===== src/rtl/rfp_regs.vh =====
// timing constants of the rail fault protection block
// assumes a 100 MHz core clock
`ifndef RFP_REGS_VH
`define RFP_REGS_VH

`define RFP_CLK_PERIOD_NS 10
`define RFP_OV_DEGLITCH_NS 1000
`define RFP_UV_DEGLITCH_NS 3000
`define RFP_LOCKOUT_DEGLITCH_NS 3000
`define RFP_TRIGGER_DELAY_NS 10000
`define RFP_ACTION_DELAY_NS 5000
`define RFP_SETTLE_NS 2000

// cycle counts at the 10 ns clock, sized for the 16-bit counters
`define RFP_OV_DEGLITCH_CYC 16'h0064
`define RFP_UV_DEGLITCH_CYC 16'h012c
`define RFP_LOCKOUT_CYC 16'h012c
`define RFP_TRIGGER_CYC 16'h03e8
`define RFP_ACTION_CYC 16'h01f4
`define RFP_SETTLE_CYC 16'h00c8
`define RFP_NO_QUAL_CYC 16'h0001

`endif


===== src/rtl/rfp_deglitch.v =====
// three-stage synchroniser with persistence qualification
// assumes i_pin is asynchronous to i_core_clk
module rfp_deglitch #(
    parameter [15:0] CYCLES = 16'h0001
) (
    input wire i_core_clk,
    input wire i_rst,
    input wire i_pin,
    output reg o_level
);

// =====================================================
// synchroniser
reg sync_a;
reg sync_b;
reg sync_c;
reg [15:0] cnt;
wire agree_high;
wire agree_low;

assign agree_high = sync_b & sync_c;
assign agree_low = ~sync_b & ~sync_c;

always @(posedge i_core_clk or posedge i_rst)
begin
    if (i_rst)
    begin
        sync_a <= 1'b0;
        sync_b <= 1'b0;
        sync_c <= 1'b0;
    end
    else
    begin
        sync_a <= i_pin;
        sync_b <= sync_a;
        sync_c <= sync_b;
    end
end

// =====================================================
// persistence counter
always @(posedge i_core_clk or posedge i_rst)
begin
    if (i_rst)
    begin
        cnt <= 16'h0000;
        o_level <= 1'b0;
    end
    else if (agree_high)
    begin
        if (cnt >= CYCLES - 16'h0001)
            o_level <= 1'b1;
        else
            cnt <= cnt + 16'h0001;
    end
    else if (agree_low)
    begin
        cnt <= 16'h0000;
        o_level <= 1'b0;
    end
end

endmodule


===== src/rtl/rfp_rail_fault_protection.v =====
// fault protection for the second output rail
// assumes comparator results arrive as asynchronous pin levels
`include "rfp_regs.vh"

module rfp_rail_fault_protection #(
    parameter PHASES = 2
) (
    input wire i_core_clk,
    input wire i_rst,
    input wire i_por_done,
    input wire i_ctrl_enable,
    input wire i_avg_over_sustained_current_limit,
    input wire i_cycle_over_peak_current_limit,
    input wire i_filtered_over_limit,
    input wire i_target_voltage_code_below_0v9,
    input wire i_sense_over_fixed_ov,
    input wire i_sense_over_ref_ov,
    input wire i_sense_below_zero,
    input wire i_sense_under_ref_uv,
    input wire i_analog_supply_low,
    input wire i_digital_supply_pin_low,
    input wire [PHASES-1:0] i_phase_active,
    input wire [PHASES-1:0] i_pwm_high,
    input wire [PHASES-1:0] i_pwm_low,
    output reg o_overcurrent_alert_n,
    output reg o_sustained_current_trip,
    output reg o_peak_current_trip,
    output reg o_overcurrent_shutdown,
    output reg o_overvoltage_latch,
    output reg o_negative_voltage_guard,
    output reg o_undervoltage_latch,
    output reg o_supply_lockout,
    output reg o_soft_shutdown_req,
    output reg [PHASES-1:0] o_high_side_on,
    output reg [PHASES-1:0] o_low_side_on
);

// =====================================================
// oc sequencer states
localparam [1:0] ST_IDLE = 2'b00;
localparam [1:0] ST_ACTION = 2'b01;
localparam [1:0] ST_SETTLE = 2'b10;
localparam [1:0] ST_OFF = 2'b11;

localparam [15:0] TRIG_CYC = `RFP_TRIGGER_CYC;
localparam [15:0] OV_CYC = `RFP_OV_DEGLITCH_CYC;
localparam [15:0] UV_CYC = `RFP_UV_DEGLITCH_CYC;
localparam [15:0] LOCK_CYC = `RFP_LOCKOUT_CYC;
localparam [15:0] ONE_CYC = `RFP_NO_QUAL_CYC;
localparam [15:0] ACT_CYC = `RFP_ACTION_CYC;
localparam [15:0] SETTLE_CYC = `RFP_SETTLE_CYC;

// =====================================================
// qualified inputs
wire avg_high;
wire peak_high;
wire filt_high;
wire below_0v9;
wire ov_fixed;
wire ov_ref;
wire neg_sense;
wire uv_sense;
wire vcc_low;
wire dig_low;
wire por_done;
wire enable;

rfp_deglitch #(.CYCLES(TRIG_CYC)) u_avg
(
    .i_core_clk(i_core_clk),
    .i_rst(i_rst),
    .i_pin(i_avg_over_sustained_current_limit),
    .o_level(avg_high)
);

rfp_deglitch #(.CYCLES(ONE_CYC)) u_peak
(
    .i_core_clk(i_core_clk),
    .i_rst(i_rst),
    .i_pin(i_cycle_over_peak_current_limit),
    .o_level(peak_high)
);

rfp_deglitch #(.CYCLES(ONE_CYC)) u_filt
(
    .i_core_clk(i_core_clk),
    .i_rst(i_rst),
    .i_pin(i_filtered_over_limit),
    .o_level(filt_high)
);

rfp_deglitch #(.CYCLES(ONE_CYC)) u_vid
(
    .i_core_clk(i_core_clk),
    .i_rst(i_rst),
    .i_pin(i_target_voltage_code_below_0v9),
    .o_level(below_0v9)
);

rfp_deglitch #(.CYCLES(OV_CYC)) u_ovf
(
    .i_core_clk(i_core_clk),
    .i_rst(i_rst),
    .i_pin(i_sense_over_fixed_ov),
    .o_level(ov_fixed)
);

rfp_deglitch #(.CYCLES(OV_CYC)) u_ovr
(
    .i_core_clk(i_core_clk),
    .i_rst(i_rst),
    .i_pin(i_sense_over_ref_ov),
    .o_level(ov_ref)
);

rfp_deglitch #(.CYCLES(ONE_CYC)) u_neg
(
    .i_core_clk(i_core_clk),
    .i_rst(i_rst),
    .i_pin(i_sense_below_zero),
    .o_level(neg_sense)
);

rfp_deglitch #(.CYCLES(UV_CYC)) u_uv
(
    .i_core_clk(i_core_clk),
    .i_rst(i_rst),
    .i_pin(i_sense_under_ref_uv),
    .o_level(uv_sense)
);

rfp_deglitch #(.CYCLES(LOCK_CYC)) u_vcc
(
    .i_core_clk(i_core_clk),
    .i_rst(i_rst),
    .i_pin(i_analog_supply_low),
    .o_level(vcc_low)
);

rfp_deglitch #(.CYCLES(LOCK_CYC)) u_dig
(
    .i_core_clk(i_core_clk),
    .i_rst(i_rst),
    .i_pin(i_digital_supply_pin_low),
    .o_level(dig_low)
);

rfp_deglitch #(.CYCLES(ONE_CYC)) u_por
(
    .i_core_clk(i_core_clk),
    .i_rst(i_rst),
    .i_pin(i_por_done),
    .o_level(por_done)
);

rfp_deglitch #(.CYCLES(ONE_CYC)) u_en
(
    .i_core_clk(i_core_clk),
    .i_rst(i_rst),
    .i_pin(i_ctrl_enable),
    .o_level(enable)
);

// =====================================================
// over-current sequencer
reg [1:0] state;
reg [1:0] next_state;
reg [15:0] timer;
reg [15:0] next_timer;
wire any_trip;
wire armed;

assign any_trip = avg_high | peak_high;
assign armed = por_done & enable;

always @*
begin
    next_state = state;
    next_timer = timer;
    case (state)
        ST_IDLE:
        begin
            next_timer = 16'h0000;
            if (armed && any_trip)
                next_state = ST_ACTION;
        end
        ST_ACTION:
        begin
            if (timer >= ACT_CYC - 16'h0001)
            begin
                next_state = ST_SETTLE;
                next_timer = 16'h0000;
            end
            else
                next_timer = timer + 16'h0001;
        end
        ST_SETTLE:
        begin
            if (timer >= SETTLE_CYC - 16'h0001)
            begin
                next_timer = 16'h0000;
                if (filt_high)
                    next_state = ST_OFF;
                else
                    next_state = ST_IDLE;
            end
            else
                next_timer = timer + 16'h0001;
        end
        ST_OFF:
        begin
            next_timer = 16'h0000;
        end
        default:
        begin
            next_state = ST_IDLE;
            next_timer = 16'h0000;
        end
    endcase
    if (!armed)
    begin
        next_state = ST_IDLE;
        next_timer = 16'h0000;
    end
end

always @(posedge i_core_clk or posedge i_rst)
begin
    if (i_rst)
    begin
        state <= ST_IDLE;
        timer <= 16'h0000;
    end
    else
    begin
        state <= next_state;
        timer <= next_timer;
    end
end

// =====================================================
// trip flags and alert
always @(posedge i_core_clk or posedge i_rst)
begin
    if (i_rst)
    begin
        o_sustained_current_trip <= 1'b0;
        o_peak_current_trip <= 1'b0;
        o_overcurrent_alert_n <= 1'b1;
        o_overcurrent_shutdown <= 1'b0;
    end
    else
    begin
        o_sustained_current_trip <= armed & avg_high;
        o_peak_current_trip <= armed & peak_high;
        o_overcurrent_alert_n <= ~(armed &
            (any_trip | (state != ST_IDLE)));
        o_overcurrent_shutdown <= (next_state == ST_OFF);
    end
end

// =====================================================
// voltage latches
wire ov_cond;

assign ov_cond = below_0v9 ? ov_fixed : ov_ref;

always @(posedge i_core_clk or posedge i_rst)
begin
    if (i_rst)
    begin
        o_overvoltage_latch <= 1'b0;
        o_undervoltage_latch <= 1'b0;
        o_negative_voltage_guard <= 1'b0;
        o_supply_lockout <= 1'b0;
        o_soft_shutdown_req <= 1'b0;
    end
    else
    begin
        if (!armed)
        begin
            o_overvoltage_latch <= 1'b0;
            o_undervoltage_latch <= 1'b0;
        end
        else
        begin
            if (ov_cond)
                o_overvoltage_latch <= 1'b1;
            if (uv_sense)
                o_undervoltage_latch <= 1'b1;
        end
        o_negative_voltage_guard <= armed & o_overvoltage_latch &
            neg_sense;
        o_supply_lockout <= vcc_low | dig_low;
        o_soft_shutdown_req <= armed &
            ((o_overvoltage_latch | ov_cond) |
            (o_undervoltage_latch | uv_sense));
    end
end

// =====================================================
// gate drive
always @(posedge i_core_clk or posedge i_rst)
begin
    if (i_rst)
    begin
        o_high_side_on <= {PHASES{1'b0}};
        o_low_side_on <= {PHASES{1'b0}};
    end
    else if (o_supply_lockout || vcc_low || dig_low)
    begin
        o_high_side_on <= {PHASES{1'b0}};
        o_low_side_on <= {PHASES{1'b0}};
    end
    else if (o_undervoltage_latch)
    begin
        o_high_side_on <= {PHASES{1'b0}};
        o_low_side_on <= {PHASES{1'b0}};
    end
    else if (o_overvoltage_latch)
    begin
        o_high_side_on <= {PHASES{1'b0}};
        if (neg_sense)
            o_low_side_on <= {PHASES{1'b0}};
        else
            o_low_side_on <= i_phase_active;
    end
    else if (state == ST_OFF || !armed)
    begin
        o_high_side_on <= {PHASES{1'b0}};
        o_low_side_on <= {PHASES{1'b0}};
    end
    else
    begin
        o_high_side_on <= i_pwm_high & i_phase_active;
        o_low_side_on <= i_pwm_low & i_phase_active;
    end
end

endmodule


===== config.mk =====
export PLATFORM = sky130hd
export DESIGN_NAME = rfp_rail_fault_protection
export DESIGN_NICKNAME = d
export VERILOG_FILES = /design/src/rtl/rfp_deglitch.v /design/src/rtl/rfp_rail_fault_protection.v
export VERILOG_INCLUDE_DIRS = /design/src /design/src/rtl
export SDC_FILE = /design/constraint.sdc
export NUM_CORES = 1
export LEC_CHECK = 0
export BUFFER_PORTS_ARGS = -buffer_cell sky130_fd_sc_hd__buf_2
export CELL_PAD_IN_SITES_DETAIL_PLACEMENT = 1
export CELL_PAD_IN_SITES_GLOBAL_PLACEMENT = 1
export CORE_MARGIN = 2
export CORE_UTILIZATION = 44
export DETAILED_ROUTE_END_ITERATION = 12
export PLACE_DENSITY_LB_ADDON = 0.1
export SYNTH_ARGS = -nofsm -noshare
export SYNTH_HDL_FRONTEND = slang
export SYNTH_SLANG_ARGS = --single-unit
export TNS_END_PERCENT = 100

===== constraint.sdc =====
create_clock -name i_core_clk -period 5.5 [get_ports i_core_clk]
set_input_delay 0.55 -clock i_core_clk [delete_from_list [all_inputs] [get_ports i_core_clk]]
set_output_delay 0.55 -clock i_core_clk [all_outputs]
set_load 0.03 [all_outputs]

==> out/results.txt, run 1 <==
Status - complete, no violations
Vias in the first global route - 4964
CP delay by family, top - simple AND/OR/NAND/NOR gates
Die width - 130 um
Syn avg cell area - 11.5 um2
Fmax - 465 MHz
Pre-CTS setup slack - 3360 ps
Hold slack - 205 ps
Number of synthesized flops with an enable pin - 0
Power per cell area - 334 nW/um2
Total power - 2.64 mW
GRT Util Overall - 0.183
Skew final - 7.19 ps
Core ar. - 15300 um2
Final nets - 678
Fin crit share - 0.391
Switching Fraction - 0.237
Worst-path cell chain - ha_1 -> nor4_1 -> nor2_1 -> nor3_1 -> mux2_2 -> mux2i_1
CP bufs+invs - 0
Max_cap viols - 0
P_leak - 3.78 nW
Drt via density - 5.21
Die outline height - 130 um
Critical path class - flop to flop
Seq/Total Area, Yosys - 0.629
Slew Viols, Final - 0
Clk buf depth - 2
WL per Instance - 15.9 um
Asr flop ratio synth - 1.00
Max FO, Critical Path - 6
Post-Place Cell Area - 7360 um2
Netlist Area Pre-Place - 6960 um2
Comb power frac - 0.049
CP max-delay cell - nor3_1
Antenna violations before repair - 0
Crit path arrival time - 2500 ps
Num rows - 45
CP endpoint kind - flop
Worst VDD drop - 251 uV
Die area - 16800 um2
Netlist cell types - 52
Hold Path Class - input pin to async pin
DP HPWL - 9.30 mm
Synth Instances - 603
Critical Path Source Type - flop
Pre-Repair DR Iteration Count - 4
Routability cong. - 0.798
Largest net degree at the start of global routing - 68
Routed Antenna Nets - 0
Via count - 4526
Switch Pwr - 627 uW
Final setup fails - 0
# clock sinks - 175
Syn. warnings - 0
RSZ-0062 raised after global routing - no
First-pass GRT wire length - 24.1 mm
DRC viols - 0
Slowest stage delay, CP - 550 ps
DRT iter0 DRCs - 238
Reg power frac - 0.520
Worst EP required - 5850 ps
Power Internal - 2.02 mW
Total CTS buffers - 17
Gr ovfl total - 0
CTS clk-pin slew, worst paths - 70 ps
Layout area overhead - 13.8%
Relative slew slack - 0.407
CTS root buf - clkbuf_16
Post-CTS Resized - 0
Routed WL - 13.8 mm
Primary FF master, synth - dfrtp_1
CTS H-Tree Depth - 4
# IOs - 33
Post-route minimum period - 2150 ps
CTS Hold Bufs - 0
Setup TNS - 0 ps
Post-synthesis register bit count - 175
Layout cells sized above 1 - 0.135
Actual slew at the worst max-slew pin - 887 ps
Post-CTS Setup Bufs - 0
TritonCTS clock tree - yes
Fillers - 1654
Initial core utilization - 0.454
Port bufs - 32
Final instance area - 7920 um2
Diodes inserted - 0
Final worst setup slack - 3350 ps
Clock Latency Late Sink - 430 ps
Clk pwr share - 0.431
Final Hold Vio Count - 0
[cell type report]
type	instances	area, um2	share of cell area
Sequential cell	175	4380	0.553
Clock inverter	12	113	0.0142
Tap cell	211	264	0.0333
Multi-Input combinational cell	405	2490	0.315
Inverter	12	50.0	0.00632
Clock buffer	19	443	0.0559
Timing Repair Buffer	34	175	0.0221
[cells by family (layout without fill, tap and decap cells)]
kind of cell | Yosys count | in the layout | share of synthesized area
xor gates and xnor gates | 24 | 24 | 0.0302
muxes | 19 | 19 | 0.0288
buffers and inverters | 29 | 77 | 0.0156
DFF | 175 | 175 | 0.629
adders and majority gates | 13 | 13 | 0.0234
AOI/OAI and AO/OA | 74 | 74 | 0.0719
other | 1 | 7 | 0.000539
and+or+nand+nor | 268 | 268 | 0.200
[per-layer routing]
layer | GRT usage | vias up | routed length [um]
met5 | 0 | - | 0
met1 | 0.236 | 2290 | 6380
li1 | - | 2178 | -
met2 | 0.302 | 46 | 6880
met3 | 0.0570 | 12 | 444
met4 | 0.0493 | 0 | 127
[final timing paths]
| kind | start | to | slack (ps) | cells after the start |
|---|---|---|---|---|
| max in group asynchronous | i_rst | u_avg.cnt[13]$_DFFE_PP0P_ | 4040 | 3 |
| min in group i_core_clk | i_sense_over_fixed_ov | u_ovf.sync_a$_DFF_PP0_ | 220 | 1 |
| worst max-delay path | u_ovr.cnt[0]$_DFFE_PP0P_ | u_ovr.cnt[2]$_DFFE_PP0P_ | 3350 | 6 |
| worst min-delay path | i_rst | u_vcc.cnt[2]$_DFFE_PP0P_ | 210 | 2 |
| worst min register to register | u_vid.sync_a$_DFF_PP0_ | u_vid.sync_b$_DFF_PP0_ | 350 | 0 |
| worst max register to register | u_ovr.cnt[0]$_DFFE_PP0P_ | u_ovr.cnt[2]$_DFFE_PP0P_ | 3350 | 6 |
[power groups by stage]
stage	registers, mW	clock network, mW	logic, mW
floorplan	1.38	0	0.0987
global placement	1.39	0	0.123
detailed placement	1.40	0	0.132
CTS	1.38	1.17	0.135
global route	1.38	1.23	0.151
finish	1.38	1.14	0.130
[layout by cell type, fill, tap and decap left out, types with 5 or more instances in the layout]
cell,netlist,final
mux2_2,8,8
dfrtp_1,174,174
o21ai_0,25,25
clkbuf_16,0,17
nor2b_1,18,18
mux2i_1,11,11
nand3_1,21,21
inv_1,12,11
nor2_1,53,53
nand2_1,56,56
nor4_1,15,15
nand4_1,11,11
xnor2_1,17,17
or2_2,6,6
and3_1,14,14
and2_1,33,33
a21oi_1,9,9
xor2_1,7,7
buf_2,0,32
ha_1,13,13
nor3_1,19,19
or3_1,5,5
conb_1,1,7
[cells in the mapped netlist (8+ instances only)]
| master | instances | share of area |
|---|---|---|
| nor2b_1 | 18 | 0.016 |
| xnor2_1 | 17 | 0.021 |
| ha_1 | 13 | 0.023 |
| nor2_1 | 53 | 0.029 |
| nor3_1 | 19 | 0.014 |
| inv_1 | 12 | 0.0065 |
| dfrtp_1 | 174 | 0.63 |
| nor4_1 | 15 | 0.013 |
| mux2i_1 | 11 | 0.016 |
| o21ai_0 | 25 | 0.018 |
| and3_1 | 14 | 0.013 |
| a21oi_1 | 9 | 0.0065 |
| nand2_1 | 56 | 0.030 |
| clkbuf_1 | 17 | 0.0092 |
| nand4_1 | 11 | 0.0099 |
| and2_1 | 33 | 0.030 |
| mux2_2 | 8 | 0.013 |
| nand3_1 | 21 | 0.015 |
[state kept, by name (all words and copies together) (netlist names), 2 cells and up]
signal,count
o_high_side_on,2
u_avg.cnt,16
u_vcc.cnt,16
u_dig.cnt,16
timer,16
u_ovf.cnt,16
u_ovr.cnt,16
u_uv.cnt,16
o_low_side_on,2
state,2
[stage by stage]
stage | util | std cells
floorplan | - | 609
global placement | 0.481 | 837
detailed placement | 0.481 | 837
CTS | 0.517 | 868
global route | 0.517 | 868
finish | 0.517 | 868
(Power assumes the default switching activity.)
==> inputs of run 2 (changes only) <==
--- a/config.mk
+++ b/config.mk
@@ -6,11 +6,12 @@
 export SDC_FILE = /design/constraint.sdc
 export NUM_CORES = 1
 export LEC_CHECK = 0
+export ABC_AREA = 1
 export BUFFER_PORTS_ARGS = -buffer_cell sky130_fd_sc_hd__buf_2
 export CELL_PAD_IN_SITES_DETAIL_PLACEMENT = 1
 export CELL_PAD_IN_SITES_GLOBAL_PLACEMENT = 1
 export CORE_MARGIN = 2
-export CORE_UTILIZATION = 44
+export CORE_UTILIZATION = 43
 export DETAILED_ROUTE_END_ITERATION = 12
 export PLACE_DENSITY_LB_ADDON = 0.1
 export SYNTH_ARGS = -nofsm -noshare
==> constraint.sdc (replaced) <==
create_clock -name i_core_clk -period 1.85 [get_ports i_core_clk]
set_input_delay 0.185 -clock i_core_clk [delete_from_list [all_inputs] [get_ports i_core_clk]]
set_output_delay 0.185 -clock i_core_clk [all_outputs]
set_load 0.03 [all_outputs]
==> run 2 against run 1 <==
Effect of this change: combinational power rose to 3.8 times the previous value; clock-buffer cell count down 1; critical path depth increased by 4; worst hold slack lost 180 ps; critical path type unchanged; sequential power grew to 2.9 times the previous value; synthesized cell count rose by 35%; sequential cell count stayed put.
==> out/results.txt, run 2 <==
Total CTS buffers - 17
Layout area overhead - 17.0%
Worst EP required - 2210 ps
Synth Instances - 812
Core ar. - 17100 um2
Most frequent cells in the layout - dfrtp_1, nand2_1, nor2_1, inv_1, nand3_1
Status - complete, no violations
Commonest non-fill, non-tap cell in the layout - dfrtp_1
Placed cells - 1080
Comb power frac - 0.061
CTS clk-pin slew, worst paths - 70 ps
Fmax - 617 MHz
Initial core utilization - 0.435
Post-layout util - 0.509
Footprint of the multi-input gates - 2570 um2
TritonCTS clock tree - yes
Reg power frac - 0.495
Routability cong. - 0.818
Die outline height - 135 um
Via count - 5434
Clock Latency Late Sink - 430 ps
GRT Util Overall - 0.188
RSZ-0062 raised after global routing - no
Switch Pwr - 1.91 mW
Post-Place Cell Area - 7950 um2
Seq/Total Area, Yosys - 0.590
Worst-path cell chain - ha_1 -> inv_1 -> nand2_1 -> nand3_1 -> nand2_1 -> nand2_1 -> nand3_2 -> nand2_1 -> nand2_1 -> nand2_1
Final instance area - 8680 um2
Netlist cell types - 39
Final worst setup slack - 230 ps
Hold Path Class - input pin to flop
CTS root buf - clkbuf_16
Crit path arrival time - 1980 ps
Primary FF master, synth - dfrtp_1
Sequential cell area - 4380 um2
Fillers - 2028
Layout cells sized above 1 - 0.110
Gr ovfl total - 0
Total power - 8.17 mW
Hold slack - 26.7 ps
DRT iter0 DRCs - 197
Asr flop ratio synth - 1.00
Power Internal - 6.26 mW
Vias in the first global route - 6037
Max FO, Critical Path - 13
Power per cell area - 941 nW/um2
Slowest stage delay, CP - 400 ps
Slew Viols, Final - 0
Clk pwr share - 0.444
Pre-Repair DR Iteration Count - 4
Most frequent cell after synthesis - dfrtp_1
Drt via density - 4.83
Final setup fails - 0
Num rows - 48
# IOs - 33
CP dominant cell by count - nand2_1
Pre-CTS setup slack - 70.1 ps
Area contributors post-synth - dfrtp_1, nand2_1, nor2_1
Area leader, netlist - dfrtp_1
Area share of the largest cell type after synthesis - 0.587
Routed WL - 15.7 mm
Die width - 135 um
Largest net degree at the start of global routing - 82
Setup TNS - 0 ps
Skew final - 10.8 ps
Final cell count without fillers - 1125
Final Hold Vio Count - 0
Antenna violations before repair - 0
Max_cap viols - 0
Fin crit share - 0.876
Clk buf depth - 2
# clock sinks - 175
Critical path class - flop to flop
Netlist Area Pre-Place - 7420 um2
Final nets - 920
Syn. warnings - 0
Number of synthesized flops with an enable pin - 0
Worst VDD drop - 842 uV
P_leak - 4.33 nW
Critical Path Source Type - flop
Top post-synthesis cells by count - dfrtp_1, nand2_1, nor2_1
Routed Antenna Nets - 0
CP max-delay cell - dfrtp_1
Port bufs - 32
Switching Fraction - 0.234
Diodes inserted - 0
DRC viols - 0
Post-synthesis register bit count - 175
WL per Instance - 13.9 um
Die area - 18300 um2
CTS H-Tree Depth - 4
Syn avg cell area - 9.14 um2
First-pass GRT wire length - 27.3 mm
Post-route minimum period - 1620 ps
CP endpoint kind - flop
DP HPWL - 11.0 mm
[run 2: cell types whose count changed after synthesis, sizes merged, moves of 18 or more]
cell,before,now
nand2,56,167
inv,12,111
nor2,53,137
nand3,21,90
and2,33,0
nor2b,18,0
[run 2: final cells by class]
cell class,instances,area share
flip-flops and latches,175,0.504
multi-input cells,519,0.296
inverters,114,0.0497
clock buffers,18,0.0494
repair buffers,60,0.0493
well taps,225,0.0324
clock inverters,14,0.0189
[run 2: path summary, 6_finish.rpt]
kind	from	endpoint	slack [ps]	cells after the start
setup reg to reg	u_uv.cnt[0]$_DFFE_PP0P_	u_uv.cnt[4]$_DFFE_PP0P_	230	10
hold reg to reg	u_peak.sync_a$_DFF_PP0_	u_peak.sync_b$_DFF_PP0_	350	0
max in group asynchronous	i_rst	o_sustained_current_trip$_DFF_PP0_	1040	4
hold / removal	i_pwm_low[1]	o_low_side_on[1]$_DFF_PP0_	30	3
min in group asynchronous	i_rst	u_ovf.cnt[2]$_DFFE_PP0P_	450	4
setup / recovery	u_uv.cnt[0]$_DFFE_PP0P_	u_uv.cnt[4]$_DFFE_PP0P_	230	10
[run 2: power groups by stage]
| stage | Sequential (mW) | Clock, mW | Combinational, mW |
|---|---|---|---|
| after global routing | 4.07 | 3.88 | 0.578 |
| after floorplan | 4.10 | 0 | 0.334 |
| final | 4.05 | 3.62 | 0.499 |
| after detailed placement | 4.12 | 0 | 0.488 |
| after CTS | 4.05 | 3.72 | 0.514 |
| after global placement | 4.11 | 0 | 0.464 |
[run 2: layer usage]
layer  track usage  vias to the layer above  part of all wire
met2         0.336                       56              0.52
li1              -                     2669                 -
met1         0.222                     2687              0.43
met5             0                        -                 0
met4        0.0799                        0             0.019
met3        0.0370                       22             0.028
[run 2: repair_timing]
action,in CTS,in global routing
setup buffers,0,0
gates resized for setup,0,3
hold endpoints to repair,186,0
hold buffers,13,0
setup endpoints to repair,0,14
[run 2: cells by family (layout without fill, tap and decap cells)]
| kind of cell | count (synthesis) | after routing | share of synthesized area |
|---|---|---|---|
| AND/OR/NAND/NOR | 418 | 418 | 0.241 |
| flip-flops | 175 | 175 | 0.590 |
| buffers and inverters | 124 | 206 | 0.0674 |
| AO/OA/AOI/OAI | 42 | 42 | 0.0319 |
| XOR/XNOR | 35 | 35 | 0.0413 |
| adder cells (fa/ha/maj) | 13 | 13 | 0.0219 |
| multiplexers | 4 | 4 | 0.00607 |
| other | 1 | 7 | 0.000505 |
[run 2: critical path, delay by kind of cell (launching register included)]
family	cells	cell delay (ps)
adders and majority gates	1	220
buffers and inverters	1	60
DFF	1	400
and+or+nand+nor	8	890
